===== src/sar_adc_regs.vh =====
// constants for the successive-approximation converter sequencer
`ifndef SAR_ADC_REGS_VH
`define SAR_ADC_REGS_VH

// ----------------------------------------
// mode register fields
// ----------------------------------------
`define MODE_ENABLE_BIT 7
`define MODE_SOURCE_BIT 6
`define MODE_TIME_HI 5
`define MODE_TIME_LO 3
`define MODE_EDGE_HI 2
`define MODE_EDGE_LO 1
`define MODE_REF_ON_BIT 0
`define MODE_RESET_VAL 8'h00
`define CHAN_RESET_VAL 3'h0

// ----------------------------------------
// trigger edge codes
// ----------------------------------------
`define EDGE_NONE 2'h0
`define EDGE_FALL 2'h1
`define EDGE_RISE 2'h2
`define EDGE_BOTH 2'h3

// ----------------------------------------
// conversion time codes and clock counts
// ----------------------------------------
`define TIME_144 3'h0
`define TIME_120 3'h1
`define TIME_96 3'h2
`define TIME_288 3'h4
`define TIME_240 3'h5
`define TIME_192 3'h6
`define CLK_144 9'h090
`define CLK_120 9'h078
`define CLK_96 9'h060
`define CLK_288 9'h120
`define CLK_240 9'h0f0
`define CLK_192 9'h0c0
`define SAMPLE_SHARE 9'h008

`endif


===== src/trig_edge_detect.v =====
// synchroniser and selectable edge detector for the external trigger pin
`include "sar_adc_regs.vh"
module trig_edge_detect
(
    input wire i_clk,
    input wire i_rst,
    input wire i_pin,
    input wire [1:0] i_edge_sel,
    output reg o_edge
);
    reg sync1_r;
    reg sync2_r;
    reg last_r;
    wire rise;
    wire fall;

    // ----------------------------------------
    // two-stage synchroniser, then edge compare
    // ----------------------------------------
    assign rise = sync2_r & ~last_r;
    assign fall = ~sync2_r & last_r;

    always @(posedge i_clk)
    begin
        if (i_rst)
        begin
            sync1_r <= 1'b0;
            sync2_r <= 1'b0;
            last_r <= 1'b0;
            o_edge <= 1'b0;
        end
        else
        begin
            sync1_r <= i_pin;
            sync2_r <= sync1_r;
            last_r <= sync2_r;
            case (i_edge_sel)
                `EDGE_FALL: o_edge <= fall;
                `EDGE_RISE: o_edge <= rise;
                `EDGE_BOTH: o_edge <= rise | fall;
                default: o_edge <= 1'b0;
            endcase
        end
    end
endmodule


===== src/conv_timer.v =====
// decodes the conversion time field into total clocks per conversion
`include "sar_adc_regs.vh"
module conv_timer
(
    input wire [2:0] i_time_sel,
    output reg [8:0] o_total,
    output reg o_legal
);
    // ----------------------------------------
    // time code decode
    // ----------------------------------------
    always @*
    begin
        o_legal = 1'b1;
        case (i_time_sel)
            `TIME_144: o_total = `CLK_144;
            `TIME_120: o_total = `CLK_120;
            `TIME_96: o_total = `CLK_96;
            `TIME_288: o_total = `CLK_288;
            `TIME_240: o_total = `CLK_240;
            `TIME_192: o_total = `CLK_192;
            default:
            begin
                // prohibited codes fall back to the longest time
                o_total = `CLK_288;
                o_legal = 1'b0;
            end
        endcase
    end
endmodule


===== src/sar_adc_sequencer.v =====
// sequencer of an 8-bit successive-approximation converter
//
// What this block does
// - convert only the one channel named by the channel register
// - sample for a fixed time, then hold until conversion ends
// - start with top bit set, tap at half reference, keep if input >= tap
// - next bit tentative, tap from decided bits, keep if input >= tap
// - repeat set, compare, decide down to the least significant bit
// - after eight bits copy approximation to result and pulse done
// - first result after enabling with reference off is flagged invalid
// - converting continues until software clears the enable bit
// - mode or channel write aborts; restart from top bit if enabled
// - reset leaves the result register unset
// - result is rounded quantisation of input over reference
// - trigger mode with enable waits, then starts on a valid edge
// - trigger mode converts once per edge
// - trigger mode: enable rewrite mid-conversion aborts back to waiting
// - trigger mode: enable rewrite while waiting keeps waiting
// - mode write with enable clear stops conversion at once
// - software mode with enable converts back to back
// - software mode: enable rewrite restarts on the new channel
// - edge field: none, falling, rising, both
// - time field selects 144,120,96,288,240,192 clocks; others prohibited
// - register write at conversion end wins; no result, no done
// - reference circuit runs whenever conversion is enabled
`include "sar_adc_regs.vh"
module sar_adc_sequencer
(
    input wire I_SYS_CLK,
    input wire I_RST,
    input wire i_mode_wr,
    input wire [7:0] i_mode_wdata,
    input wire i_chan_wr,
    input wire [2:0] i_chan_wdata,
    input wire i_ext_trigger_pin,
    input wire i_comparator_ge,
    output reg [7:0] o_converter_mode_reg,
    output reg [2:0] o_channel_select_reg,
    output reg [7:0] o_analog_input_channels,
    output reg o_sample,
    output reg o_hold,
    output reg [7:0] o_tap_code,
    output reg [7:0] o_approximation_reg,
    output reg [7:0] o_conversion_result_reg,
    output reg o_result_valid,
    output reg o_conversion_done_irq,
    output reg o_reference_circuit_on,
    output reg o_busy,
    output reg o_time_prohibited
);
    // ----------------------------------------
    // states
    // ----------------------------------------
    localparam ST_IDLE = 4'b0001;
    localparam ST_WAIT = 4'b0010;
    localparam ST_SAMPLE = 4'b0100;
    localparam ST_CONV = 4'b1000;

    reg [3:0] state_r;
    reg [3:0] state_nxt;
    reg [8:0] cnt_r;
    reg [8:0] cnt_nxt;
    reg [2:0] bit_r;
    reg [2:0] bit_nxt;
    reg [7:0] sar_nxt;
    reg first_bad_r;
    reg first_bad_nxt;
    reg finish;
    wire [7:0] mode_new;
    wire en_new;
    wire src_new;
    wire trig_edge;
    wire [8:0] total;
    wire legal;
    wire [8:0] step_len;
    wire [8:0] sample_len;
    wire reg_write;

    // one-hot decode, used for the channel mux enable and for the next tentative bit
    function [7:0] onehot8;
        input [2:0] idx;
        begin
            onehot8 = 8'h01 << idx;
        end
    endfunction

    // ----------------------------------------
    // helpers
    // ----------------------------------------
    assign mode_new = i_mode_wr ? i_mode_wdata : o_converter_mode_reg;
    assign en_new = mode_new[`MODE_ENABLE_BIT];
    assign src_new = mode_new[`MODE_SOURCE_BIT];
    assign reg_write = i_mode_wr | i_chan_wr;
    // a bit step takes an equal share; remainder goes to sampling
    assign step_len = total >> 4;
    assign sample_len = total - {step_len[5:0], 3'h0};

    trig_edge_detect u_trig
    (
        .i_clk(I_SYS_CLK),
        .i_rst(I_RST),
        .i_pin(i_ext_trigger_pin),
        .i_edge_sel(o_converter_mode_reg[`MODE_EDGE_HI:`MODE_EDGE_LO]),
        .o_edge(trig_edge)
    );

    conv_timer u_timer
    (
        .i_time_sel(o_converter_mode_reg[`MODE_TIME_HI:`MODE_TIME_LO]),
        .o_total(total),
        .o_legal(legal)
    );

    // ----------------------------------------
    // next state
    // ----------------------------------------
    always @*
    begin
        state_nxt = state_r;
        cnt_nxt = cnt_r;
        bit_nxt = bit_r;
        sar_nxt = o_approximation_reg;
        first_bad_nxt = first_bad_r;
        finish = 1'b0;
        case (state_r)
            ST_IDLE:
            begin
                cnt_nxt = sample_len;
            end
            ST_WAIT:
            begin
                cnt_nxt = sample_len;
                if (trig_edge)
                    state_nxt = ST_SAMPLE;
            end
            ST_SAMPLE:
            begin
                if (cnt_r <= 9'h001)
                begin
                    state_nxt = ST_CONV;
                    cnt_nxt = step_len;
                    bit_nxt = 3'h7;
                    sar_nxt = 8'h80;
                end
                else
                    cnt_nxt = cnt_r - 9'h001;
            end
            ST_CONV:
            begin
                if (cnt_r <= 9'h001)
                begin
                    cnt_nxt = step_len;
                    // decide current bit, then set the next one tentatively
                    sar_nxt[bit_r] = i_comparator_ge;
                    if (bit_r == 3'h0)
                    begin
                        finish = 1'b1;
                        cnt_nxt = sample_len;
                        if (o_converter_mode_reg[`MODE_SOURCE_BIT])
                            state_nxt = ST_WAIT;
                        else
                            state_nxt = ST_SAMPLE;
                    end
                    else
                    begin
                        bit_nxt = bit_r - 3'h1;
                        sar_nxt = sar_nxt | onehot8(bit_r - 3'h1);
                    end
                end
                else
                    cnt_nxt = cnt_r - 9'h001;
            end
            default:
                state_nxt = ST_IDLE;
        endcase
        // register writes override the state, count and done pulse chosen above
        if (reg_write)
        begin
            finish = 1'b0;
            cnt_nxt = sample_len;
            if (!en_new)
                state_nxt = ST_IDLE;
            else if (src_new)
                state_nxt = ST_WAIT;
            else
                state_nxt = ST_SAMPLE;
        end
        if (i_mode_wr && en_new && !o_converter_mode_reg[`MODE_ENABLE_BIT])
            first_bad_nxt = ~i_mode_wdata[`MODE_REF_ON_BIT];
        if (finish)
            first_bad_nxt = 1'b0;
    end

    // ----------------------------------------
    // registers
    // ----------------------------------------
    always @(posedge I_SYS_CLK)
    begin
        if (I_RST)
        begin
            state_r <= ST_IDLE;
            cnt_r <= 9'h000;
            bit_r <= 3'h7;
            first_bad_r <= 1'b0;
            o_converter_mode_reg <= `MODE_RESET_VAL;
            o_channel_select_reg <= `CHAN_RESET_VAL;
            o_approximation_reg <= 8'h00;
            o_conversion_done_irq <= 1'b0;
            o_result_valid <= 1'b0;
        end
        else
        begin
            state_r <= state_nxt;
            cnt_r <= cnt_nxt;
            bit_r <= bit_nxt;
            first_bad_r <= first_bad_nxt;
            o_approximation_reg <= sar_nxt;
            if (i_mode_wr)
                o_converter_mode_reg <= i_mode_wdata;
            if (i_chan_wr)
                o_channel_select_reg <= i_chan_wdata;
            o_conversion_done_irq <= finish;
            if (finish)
                o_result_valid <= ~first_bad_r;
        end
    end

    // result has no reset: its content is unknown after reset
    always @(posedge I_SYS_CLK)
    begin
        if (finish)
            o_conversion_result_reg <= sar_nxt;
    end

    // ----------------------------------------
    // analog-side controls, registered
    // ----------------------------------------
    always @(posedge I_SYS_CLK)
    begin
        if (I_RST)
        begin
            o_analog_input_channels <= 8'h00;
            o_sample <= 1'b0;
            o_hold <= 1'b0;
            o_tap_code <= 8'h80;
            o_reference_circuit_on <= 1'b0;
            o_busy <= 1'b0;
            o_time_prohibited <= 1'b0;
        end
        else
        begin
            o_analog_input_channels <= mode_new[`MODE_ENABLE_BIT] ?
                onehot8(i_chan_wr ? i_chan_wdata : o_channel_select_reg) :
                8'h00;
            o_sample <= (state_nxt == ST_SAMPLE);
            o_hold <= (state_nxt == ST_CONV);
            o_tap_code <= sar_nxt;
            o_reference_circuit_on <=
                mode_new[`MODE_REF_ON_BIT] | en_new;
            o_busy <= (state_nxt == ST_SAMPLE) | (state_nxt == ST_CONV);
            o_time_prohibited <= ~legal;
        end
    end
endmodule


===== config.mk =====
export PLATFORM = sky130hd
export DESIGN_NAME = sar_adc_sequencer
export DESIGN_NICKNAME = d
export VERILOG_FILES = /design/src/trig_edge_detect.v /design/src/conv_timer.v /design/src/sar_adc_sequencer.v
export VERILOG_INCLUDE_DIRS = /design/src /design/src/src
export SDC_FILE = /design/constraint.sdc
export NUM_CORES = 1
export LEC_CHECK = 0
export BUFFER_PORTS_ARGS = -buffer_cell sky130_fd_sc_hd__buf_2
export CORE_MARGIN = 2
export CORE_UTILIZATION = 45
export CTS_CLUSTER_DIAMETER = 80
export CTS_CLUSTER_SIZE = 24
export DETAILED_ROUTE_END_ITERATION = 16
export PLACE_DENSITY = 0.67
export RECOVER_POWER = 100
export SETUP_SLACK_MARGIN = 0.5
export SLEW_MARGIN = 15
export SYNTH_ARGS = -nofsm -noshare
export SYNTH_HDL_FRONTEND = slang
export SYNTH_SLANG_ARGS = --single-unit

===== constraint.sdc =====
create_clock -name I_SYS_CLK -period 2.7 [get_ports I_SYS_CLK]
set_clock_uncertainty 0.15 [all_clocks]
set_input_delay 0.135 -clock I_SYS_CLK [delete_from_list [all_inputs] [get_ports I_SYS_CLK]]
set_output_delay 0.135 -clock I_SYS_CLK [all_outputs]
set_load 0.01 [all_outputs]

# ---- Yosys cells after proc, flatten, opt, wreduce, memory -nomap -nowiden
# Index checks and enable logic that the tools add are counted.
# Widths: inputs -> output; s select.
dict set report totals {
  output_inout_bits 50
  register_bits 71
  elab_cells 107
  in_bits 17
}
dict set report op_classes {
  n_reduce_logical 13
  bitwise_logic 13
  muxes 34
  magnitude_cmp 3
  addsub 3
  shift 2
  n_eq_ne 17
}
# op n
set op_table {}
lappend op_table {{$pmux 9 s5} 1}
lappend op_table {{$mux 9} 4}
lappend op_table {{$mux 8} 4}
lappend op_table {{$pmux 9 s3} 1}
lappend op_table {{$mux 3} 7}
lappend op_table {{$mux 4} 5}
lappend op_table {{$pmux 4 s4} 1}
lappend op_table {{$pmux 8 s2} 1}
lappend op_table {{$shl 1x3->8 const A} 2}
lappend op_table {{$eq 3x3->1 const B} 3}
lappend op_table {{$le 9x1->1 const B} 1}
lappend op_table {{$sub 9x1->9 const B} 1}
lappend op_table {{$sub 9x8->9} 1}
lappend op_table {{$bwmux 8} 1}
lappend op_table {{$eq 4x3->1 const B} 2}
lappend op_table {{$eq 4x4->1 const B} 2}
lappend op_table {{$or 8x8->8} 1}
lappend op_table {{$logic_not 3->1} 2}
lappend op_table {{$mux 1} 6}
lappend op_table {{$ne 2x2->1 const B} 3}
lappend op_table {{$not 1->1} 6}
lappend op_table {{$pmux 3 s2} 1}
lappend op_table {{$reduce_or 2->1} 3}
lappend op_table {{$reduce_or 6->1} 1}
lappend op_table {{other kinds (18)} 25}

# ---- Logic depth before layout (Yosys ltp)
# Gate-level depths: netlist of the first run.
dict set report logic_depth {
  depth_word 9
  depth_mapped 11
  depth_no_buf 11
}

# ---- Cells and area by module
# A second synthesis of the first run with hierarchy kept.
dict set report hier_totals {
  cells_unflattened 401
  area_unflattened_um2 3537.1
}
# module n_inst seq_area_each_um2 cells_each area_each_um2
set by_module_without_submodules {}
lappend by_module_without_submodules {sar_adc_sequencer 1 1281.2 370 3256.9}
lappend by_module_without_submodules {trig_edge_detect 1 80.1 16 170.2}
lappend by_module_without_submodules {conv_timer 1 0.0 15 110.1}

# ---- Least setup slack after synthesis of the first run
# OpenSTA, ideal clock, no wires.
dict set report synth_path {
  kind {reg-to-reg}
  startpoint {register o_converter_mode_reg[3]}
  endpoint {register cnt_r[5]}
  arrival_time_ns 2.281
  period_less_slack_ns 2.562
  path_buffers 0
  setup_slack_ns 0.138
  stages_incl_launch_ff 11
  path_cell_list {dfxtp_1 > inv_1 > ha_1 > o211ai_1 > ha_1 > inv_1 > fa_1 > xnor2_1 > nor2_1 > a311oi_1 > o32ai_1}
}
dict set report synth_via {
  elab_chain_cells 7
}
# item line
set synth_lines {}
lappend synth_lines {{start: declaration} sar_adc_sequencer.v:37} ;# output reg [7:0] o_converter_mode_reg,
lappend synth_lines {{start signal: assignment} sar_adc_sequencer.v:205} ;# o_converter_mode_reg <= `MODE_RESET_VAL;
lappend synth_lines {{start signal: assignment} sar_adc_sequencer.v:219} ;# o_converter_mode_reg <= i_mode_wdata;
lappend synth_lines {{$eq 3x3->1 (tied with other cells)} conv_timer.v:15} ;# case (i_time_sel)
lappend synth_lines {{$pmux 9 s5 *} conv_timer.v:15}
lappend synth_lines {{$sub 9x8->9 *} sar_adc_sequencer.v:96} ;# assign sample_len = total - {step_len[5:0], 3'h0};
lappend synth_lines {{$mux 9} sar_adc_sequencer.v:155} ;# if (bit_r == 3'h0)
lappend synth_lines {{$mux 9} sar_adc_sequencer.v:150} ;# if (cnt_r <= 9'h001)
lappend synth_lines {{$pmux 9 s3} sar_adc_sequencer.v:125} ;# case (state_r)
lappend synth_lines {{$mux 9 *} sar_adc_sequencer.v:177} ;# if (reg_write)
lappend synth_lines {{end signal: assignment} sar_adc_sequencer.v:214} ;# cnt_r <= cnt_nxt;
lappend synth_lines {{end: declaration} sar_adc_sequencer.v:61} ;# reg [8:0] cnt_r;
# Every way passes the cells marked *; elsewhere a longest branch is shown, timed or not.
# A chain may end at the register's enable or synchronous reset.

# ---- Worst setup path in the final report of the first run
# Same ends and word-level chain as after synthesis.

==> impl_metrics.json, run 1 <==
{
  "status": "completed",
  "avgViaCountPerCell": 5.52,
  "power_report.internal_total_mw": 1.57,
  "cp-startpoint": "o_converter_mode_reg[3]",
  "synth_ff_type": "dfxtp_1",
  "cts_root_buffer": "clkbuf_8",
  "crit_required_ns": 2.76,
  "startpoint_type": "flop",
  "slowest_stage": "dfxtp_1",
  "place_congestion": 0.859,
  "grt_pass1_wl_um": 13800,
  "grt_pass1_vias": 2948,
  "fin_crit_sh_pct": 89.3,
  "start_util_pct": 46.6,
  "ys_types": 63,
  "clock_power_share_pct": 34.2,
  "holdWs_ns": 0.0197,
  "clkSlewWorstSetupHoldPaths_ns": 0.07,
  "syn-cell-area_mm2": 0.00340,
  "crit_chain": "inv_4, ha_4, o211ai_1, ha_2, inv_2, fa_2, xnor2_2, nor2_1, a311oi_1, o32ai_1",
  "synth_top_cell_area_share_pct": 33.0,
  "diodes": 0,
  "avgSynthCellArea_um2": 8.63,
  "grt-ovfl-total": 0,
  "power_switching_mw": 0.659,
  "cts_made_buffers": 9,
  "final_antenna_net_count": 0,
  "max_clock_freq_mhz": 415,
  "final.min_clock_period_ns": 2.41,
  "largest_reg_flops": 9,
  "syn_to_final_growth_pct": 25.4,
  "synth_area_leaders": "dfxtp_1, edfxtp_1, ha_1",
  "grtUsageTotal_pct": 20.2,
  "drc_errors": 0,
  "die_x_um": 90.9,
  "yosysSeqAreaShare_pct": 40.1,
  "maxCapViolCount": 0,
  "drtIter0Drc": 134,
  "fin_area_mm2": 0.00426,
  "crit_family": "adder cells",
  "layout-drive-gt1-share_pct": 19.2,
  "ys_ff_latch": 64,
  "cts_tree": "yes",
  "setup_viol": 0,
  "clk_latency_ns": 0.34,
  "power.density_mw_per_mm2": 522,
  "dpl.cell_count": 542,
  "synth_cells": 394,
  "power_frac_comb_pct": 19.5,
  "io_buffers": 66,
  "path_max_fanout": 3,
  "synth_top_area_cell": "dfxtp_1",
  "hold_path.class": "input port to flop",
  "nets": 512,
  "arrival_ns": 2.47,
  "cpPeakStageDelay_ns": 0.40,
  "pwr-share-seq_pct": 46.3,
  "post-dp-hpwl_um": 6120,
  "tightest_slew_ns": 1.30,
  "ioPinCount": 67,
  "maxSlewViolCount": 0,
  "sw_frac_of_total_pct": 29.6,
  "cp_num_buf_inv": 2,
  "regMostFlops": "cnt_r",
  "critical_path_class": "flop to flop",
  "finalPower_mw": 2.23,
  "setup_tns_ns": 0,
  "wl_per_cell_um": 15.1,
  "die-area_mm2": 0.00826,
  "antenna_found_initial": 0,
  "clock_path_buffers": 2,
  "synth_edf_count": 8,
  "ys_top_cells_by_count": "dfxtp_1, nor2_1, nand2_1, inv_1, o21ai_0",
  "leakagePower_nw": 1.62,
  "cp-end-kind": "flop",
  "synth_most_common_cell": "dfxtp_1",
  "min_from": "i_chan_wr",
  "yosysWarnings": 0,
  "h-tree-depth": 3,
  "async_reset_ff_share_pct": 0,
  "r2r-start": "o_converter_mode_reg[3]",
  "relSlewSlack_pct": 13.0,
  "dieHeight_um": 90.9,
  "core_mm2": 0.00729,
  "dpl_cell_area_mm2": 0.00384,
  "grt_setup_unrepaired": "yes",
  "num_rows": 31,
  "postRouteWirelength_um": 8830,
  "ff2ff_setup_slack_ns": 0.29,
  "fin_cells": 583,
  "via_count": 3218,
  "dr.pass1.iters": 4,
  "ir_drop_mv": 0.260,
  "cts.sinks": 64,
  "hold_violations": 0,
  "synthesis.nets": 427,
  "grt_max_degree": 30
}
stage by stage:
stage | utilization [%] | setup WS [ns]
floorplan | - | 0.461
global placement | 52.7 | 0.415
detailed placement | 52.7 | 0.310
CTS | 59.0 | 0.305
global route | 58.5 | 0.130
finish | 58.5 | 0.288
power groups by stage:
stage | Combinational (mW) | Sequential (mW) | Clock (mW)
after floorplan | 0.248 | 1.05 | 0
after global placement | 0.364 | 1.05 | 0
after detailed placement | 0.372 | 1.05 | 0
after CTS | 0.449 | 1.03 | 0.769
after global routing | 0.473 | 1.03 | 0.813
final | 0.434 | 1.03 | 0.762
layout make-up:
| class | count | area, um2 |
|---|---|---|
| tap | 99 | 124 |
| clock buffer | 12 | 155 |
| clock inverter | 4 | 27.5 |
| inverter | 23 | 91.3 |
| fill | 698 | 3030 |
| multi-input combinational | 278 | 1930 |
| sequential | 64 | 1370 |
| timing repair buffer | 103 | 567 |
path summary, 6_finish.rpt:
kind / to / depth (start not counted)
worst min register to register: u_trig.sync2_r / 1
worst min-delay path: o_channel_select_reg[1] / 3
worst max register to register: cnt_r[5] / 10
worst max-delay path: cnt_r[5] / 10
layer usage:
metal	vias to the layer above	routed length, um	track usage, %
li1	1580	-	-
met1	1504	3860	26.0
met2	119	4320	33.4
met3	15	494	3.51
met4	0	149	8.46
met5	-	0	0
layout by cell type, fill, tap and decap left out, drive strengths merged, types with 5 or more instances in the layout:
cell,synthesis,final
nand3,12,12
edfxtp,8,8
dfxtp,56,56
buf,11,38
a21oi,20,20
and3,5,5
clkbuf,18,64
nor2,48,48
mux2i,14,14
o21ai,21,21
inv,23,24
nand2b,7,7
nand4,7,7
ha,15,15
o211ai,7,7
dlygate4sd3,0,13
nand2,32,32
a31oi,7,7
xnor2,5,5
nor3,8,8
and2,5,5
kinds of logic after synthesis:
family,synth area share [%]
DFF,40.1
buffers and inverters,6.77
xor gates and xnor gates,2.06
muxes,4.79
AOI/OAI and AO/OA,18.0
adders and majority gates,6.11
and+or+nand+nor,22.2
worst min-delay path, delay by kind of cell:
family	cells	cell delay (ns)
compound gates	1	0.06
simple gates	1	0.10
buf+inv	1	0.17
repair_timing:
| action | CTS | global route |
|---|---|---|
| pin swaps | 14 | 15 |
| gates cloned | 1 | 0 |
| gates resized for setup | 20 | 14 |
| hold buffers | 13 | 0 |
| buffers inserted | 7 | 4 |
| hold endpoints to repair | 19 | 0 |
| endpoints found under the setup margin | 27 | 33 |
(Power assumes the default switching activity.)
==> run 2, diff against run 1 <==
--- a/config.mk
+++ b/config.mk
@@ -14,7 +14,7 @@
 export DETAILED_ROUTE_END_ITERATION = 16
 export PLACE_DENSITY = 0.67
 export RECOVER_POWER = 100
-export SETUP_SLACK_MARGIN = 0.5
+export SETUP_SLACK_MARGIN = 0.4
 export SLEW_MARGIN = 15
 export SYNTH_ARGS = -nofsm -noshare
 export SYNTH_HDL_FRONTEND = slang
==> impl_metrics.json, run 2 (synthesized netlist as in run 1, its figures left out) <==
{
  "grt_pass1_vias": 2919,
  "cp_num_buf_inv": 4,
  "drc_errors": 0,
  "via_count": 3160,
  "hold_violations": 0,
  "relSlewSlack_pct": 19.0,
  "diodes": 0,
  "r2r-start": "cnt_r[3]",
  "wl_per_cell_um": 14.7,
  "final_common_cell": "clkbuf_1",
  "grtUsageTotal_pct": 20.8,
  "min_from": "i_chan_wr",
  "maxSlewViolCount": 0,
  "tightest_slew_ns": 1.21,
  "core_mm2": 0.00729,
  "ir_drop_mv": 0.280,
  "crit_required_ns": 2.61,
  "ioPinCount": 67,
  "reg2reg_depth": 7,
  "startpoint_type": "flop",
  "cts_root_buffer": "clkbuf_8",
  "hold_path.class": "input port to flop",
  "die-area_mm2": 0.00826,
  "grt-ovfl-total": 0,
  "mostFrequentLayoutCells": "clkbuf_1, dfxtp_1, nor2_1",
  "io_buffers": 66,
  "hold_end": "o_channel_select_reg[1]",
  "reg2reg_to": "o_conversion_result_reg[3]",
  "avgViaCountPerCell": 5.43,
  "cpPeakStageDelay_ns": 0.62,
  "layout-drive-gt1-share_pct": 16.8,
  "critical_path_class": "flop to flop",
  "antenna_found_initial": 0,
  "leakagePower_nw": 1.62,
  "post-dp-hpwl_um": 5900,
  "met3WireLength_um": 479,
  "cp-end-kind": "flop",
  "grt_setup_unrepaired": "yes",
  "met1Wirelength_um": 3840,
  "place_congestion": 0.838,
  "slowest_stage": "or4_1",
  "arrival_ns": 2.34,
  "clock_path_buffers": 2,
  "start_util_pct": 46.6,
  "syn_to_final_growth_pct": 24.6,
  "cts.sinks": 64,
  "final.min_clock_period_ns": 2.43,
  "fin_crit_sh_pct": 90.1,
  "ff2ff_setup_slack_ns": 0.27,
  "clkSlewWorstSetupHoldPaths_ns": 0.07,
  "status": "completed",
  "cts_made_buffers": 9,
  "maxCapViolCount": 0,
  "finalPower_mw": 2.31,
  "grt_pass1_wl_um": 13900,
  "path_max_fanout": 9,
  "regMostFlops": "cnt_r",
  "crit_family": "simple AND/OR/NAND/NOR gates",
  "setup_viol": 0,
  "max_clock_freq_mhz": 411,
  "drtIter0Drc": 163,
  "power.density_mw_per_mm2": 544,
  "wl_met2_um": 4050,
  "crit_chain": "or4_1, nor3_4, clkbuf_1, clkbuf_4, nand3_2, clkinvlp_2, buf_12",
  "grt_max_degree": 29,
  "num_rows": 31,
  "nets": 512,
  "setup_tns_ns": 0,
  "dr.max_layer_used": "met4",
  "holdPathStages": 3,
  "clk_latency_ns": 0.35,
  "cp.depth": 7,
  "final_antenna_net_count": 0,
  "die_x_um": 90.9,
  "dr.pass1.iters": 4,
  "largest_reg_flops": 9,
  "dieHeight_um": 90.9,
  "h-tree-depth": 3,
  "cts_tree": "yes",
  "postRouteWirelength_um": 8540
}
==> run 2: cell types whose count changed in the layout (fill, tap and decap cells not counted), sizes merged <==
| cell | before | now |
|---|---|---|
| clkbuf | 64 | 66 |
| inv | 24 | 23 |
| buf | 38 | 34 |
| bufinv | 0 | 1 |
| clkinv | 2 | 3 |
==> run 2: through the flow <==
stage / area, um2 / utilization (%) / std cells / setup WS, ns / hold WS, ns
after floorplan: 3440 / - / 394 / 0.415 / 0.0778
after global placement: 3850 / 52.8 / 543 / 0.375 / 0.196
after detailed placement: 3850 / 52.8 / 543 / 0.301 / 0.202
after CTS: 4220 / 57.9 / 574 / 0.329 / 0.00234
after global routing: 4230 / 58.1 / 582 / 0.140 / 0.0430
final: 4230 / 58.1 / 582 / 0.268 / 0.0120
==> run 2: final cells by class <==
| cell class | instances | area [um2] |
|---|---|---|
| fillers | 730 | 3060 |
| multi-input cells | 278 | 1870 |
| flip-flops and latches | 64 | 1370 |
| repair buffers | 103 | 577 |
| clock buffers | 10 | 149 |
| well taps | 99 | 124 |
| inverters | 23 | 87.6 |
| clock inverters | 5 | 53.8 |
==> run 2: what timing repair did <==
item	CTS	global route
gates resized for setup	5	17
pin swaps	3	7
endpoints found under the setup margin	15	38
setup buffers	3	8
gates cloned	0	0
hold endpoints to repair	14	0
hold buffers	13	0
==> run 2: metal layers <==
layer / track usage (%) / vias to the layer above
met2: 34.0 / 108
met1: 26.6 / 1460
met4: 9.09 / 0
li1: - / 1575
met5: 0 / -
met3: 4.09 / 17
==> run 2: tightest hold or removal path, delay by kind of cell <==
| kind | cells | cell delay [ns] |
|---|---|---|
| buffers and inverters | 1 | 0.17 |
| AOI/OAI and AO/OA | 1 | 0.06 |
| and+or+nand+nor | 1 | 0.10 |
==> run 2: how the worst max path moves through the flow <==
stage | from | to | slack, ns
finish | cnt_r[3] | o_conversion_result_reg[3] | 0.27
detailed placement | o_converter_mode_reg[3] | cnt_r[5] | 0.30
floorplan | o_converter_mode_reg[3] | cnt_r[5] | 0.41
CTS | o_converter_mode_reg[4] | cnt_r[5] | 0.33
global route | cnt_r[4] | o_result_valid | 0.14
global placement | o_converter_mode_reg[3] | cnt_r[5] | 0.38
==> run 2: where the power goes <==
part           leakage, nW  switching, mW  internal [mW]
clock network        0.107          0.382          0.476
registers            0.529         0.0338          0.995
logic                0.981          0.235          0.184
total                 1.62          0.651           1.65
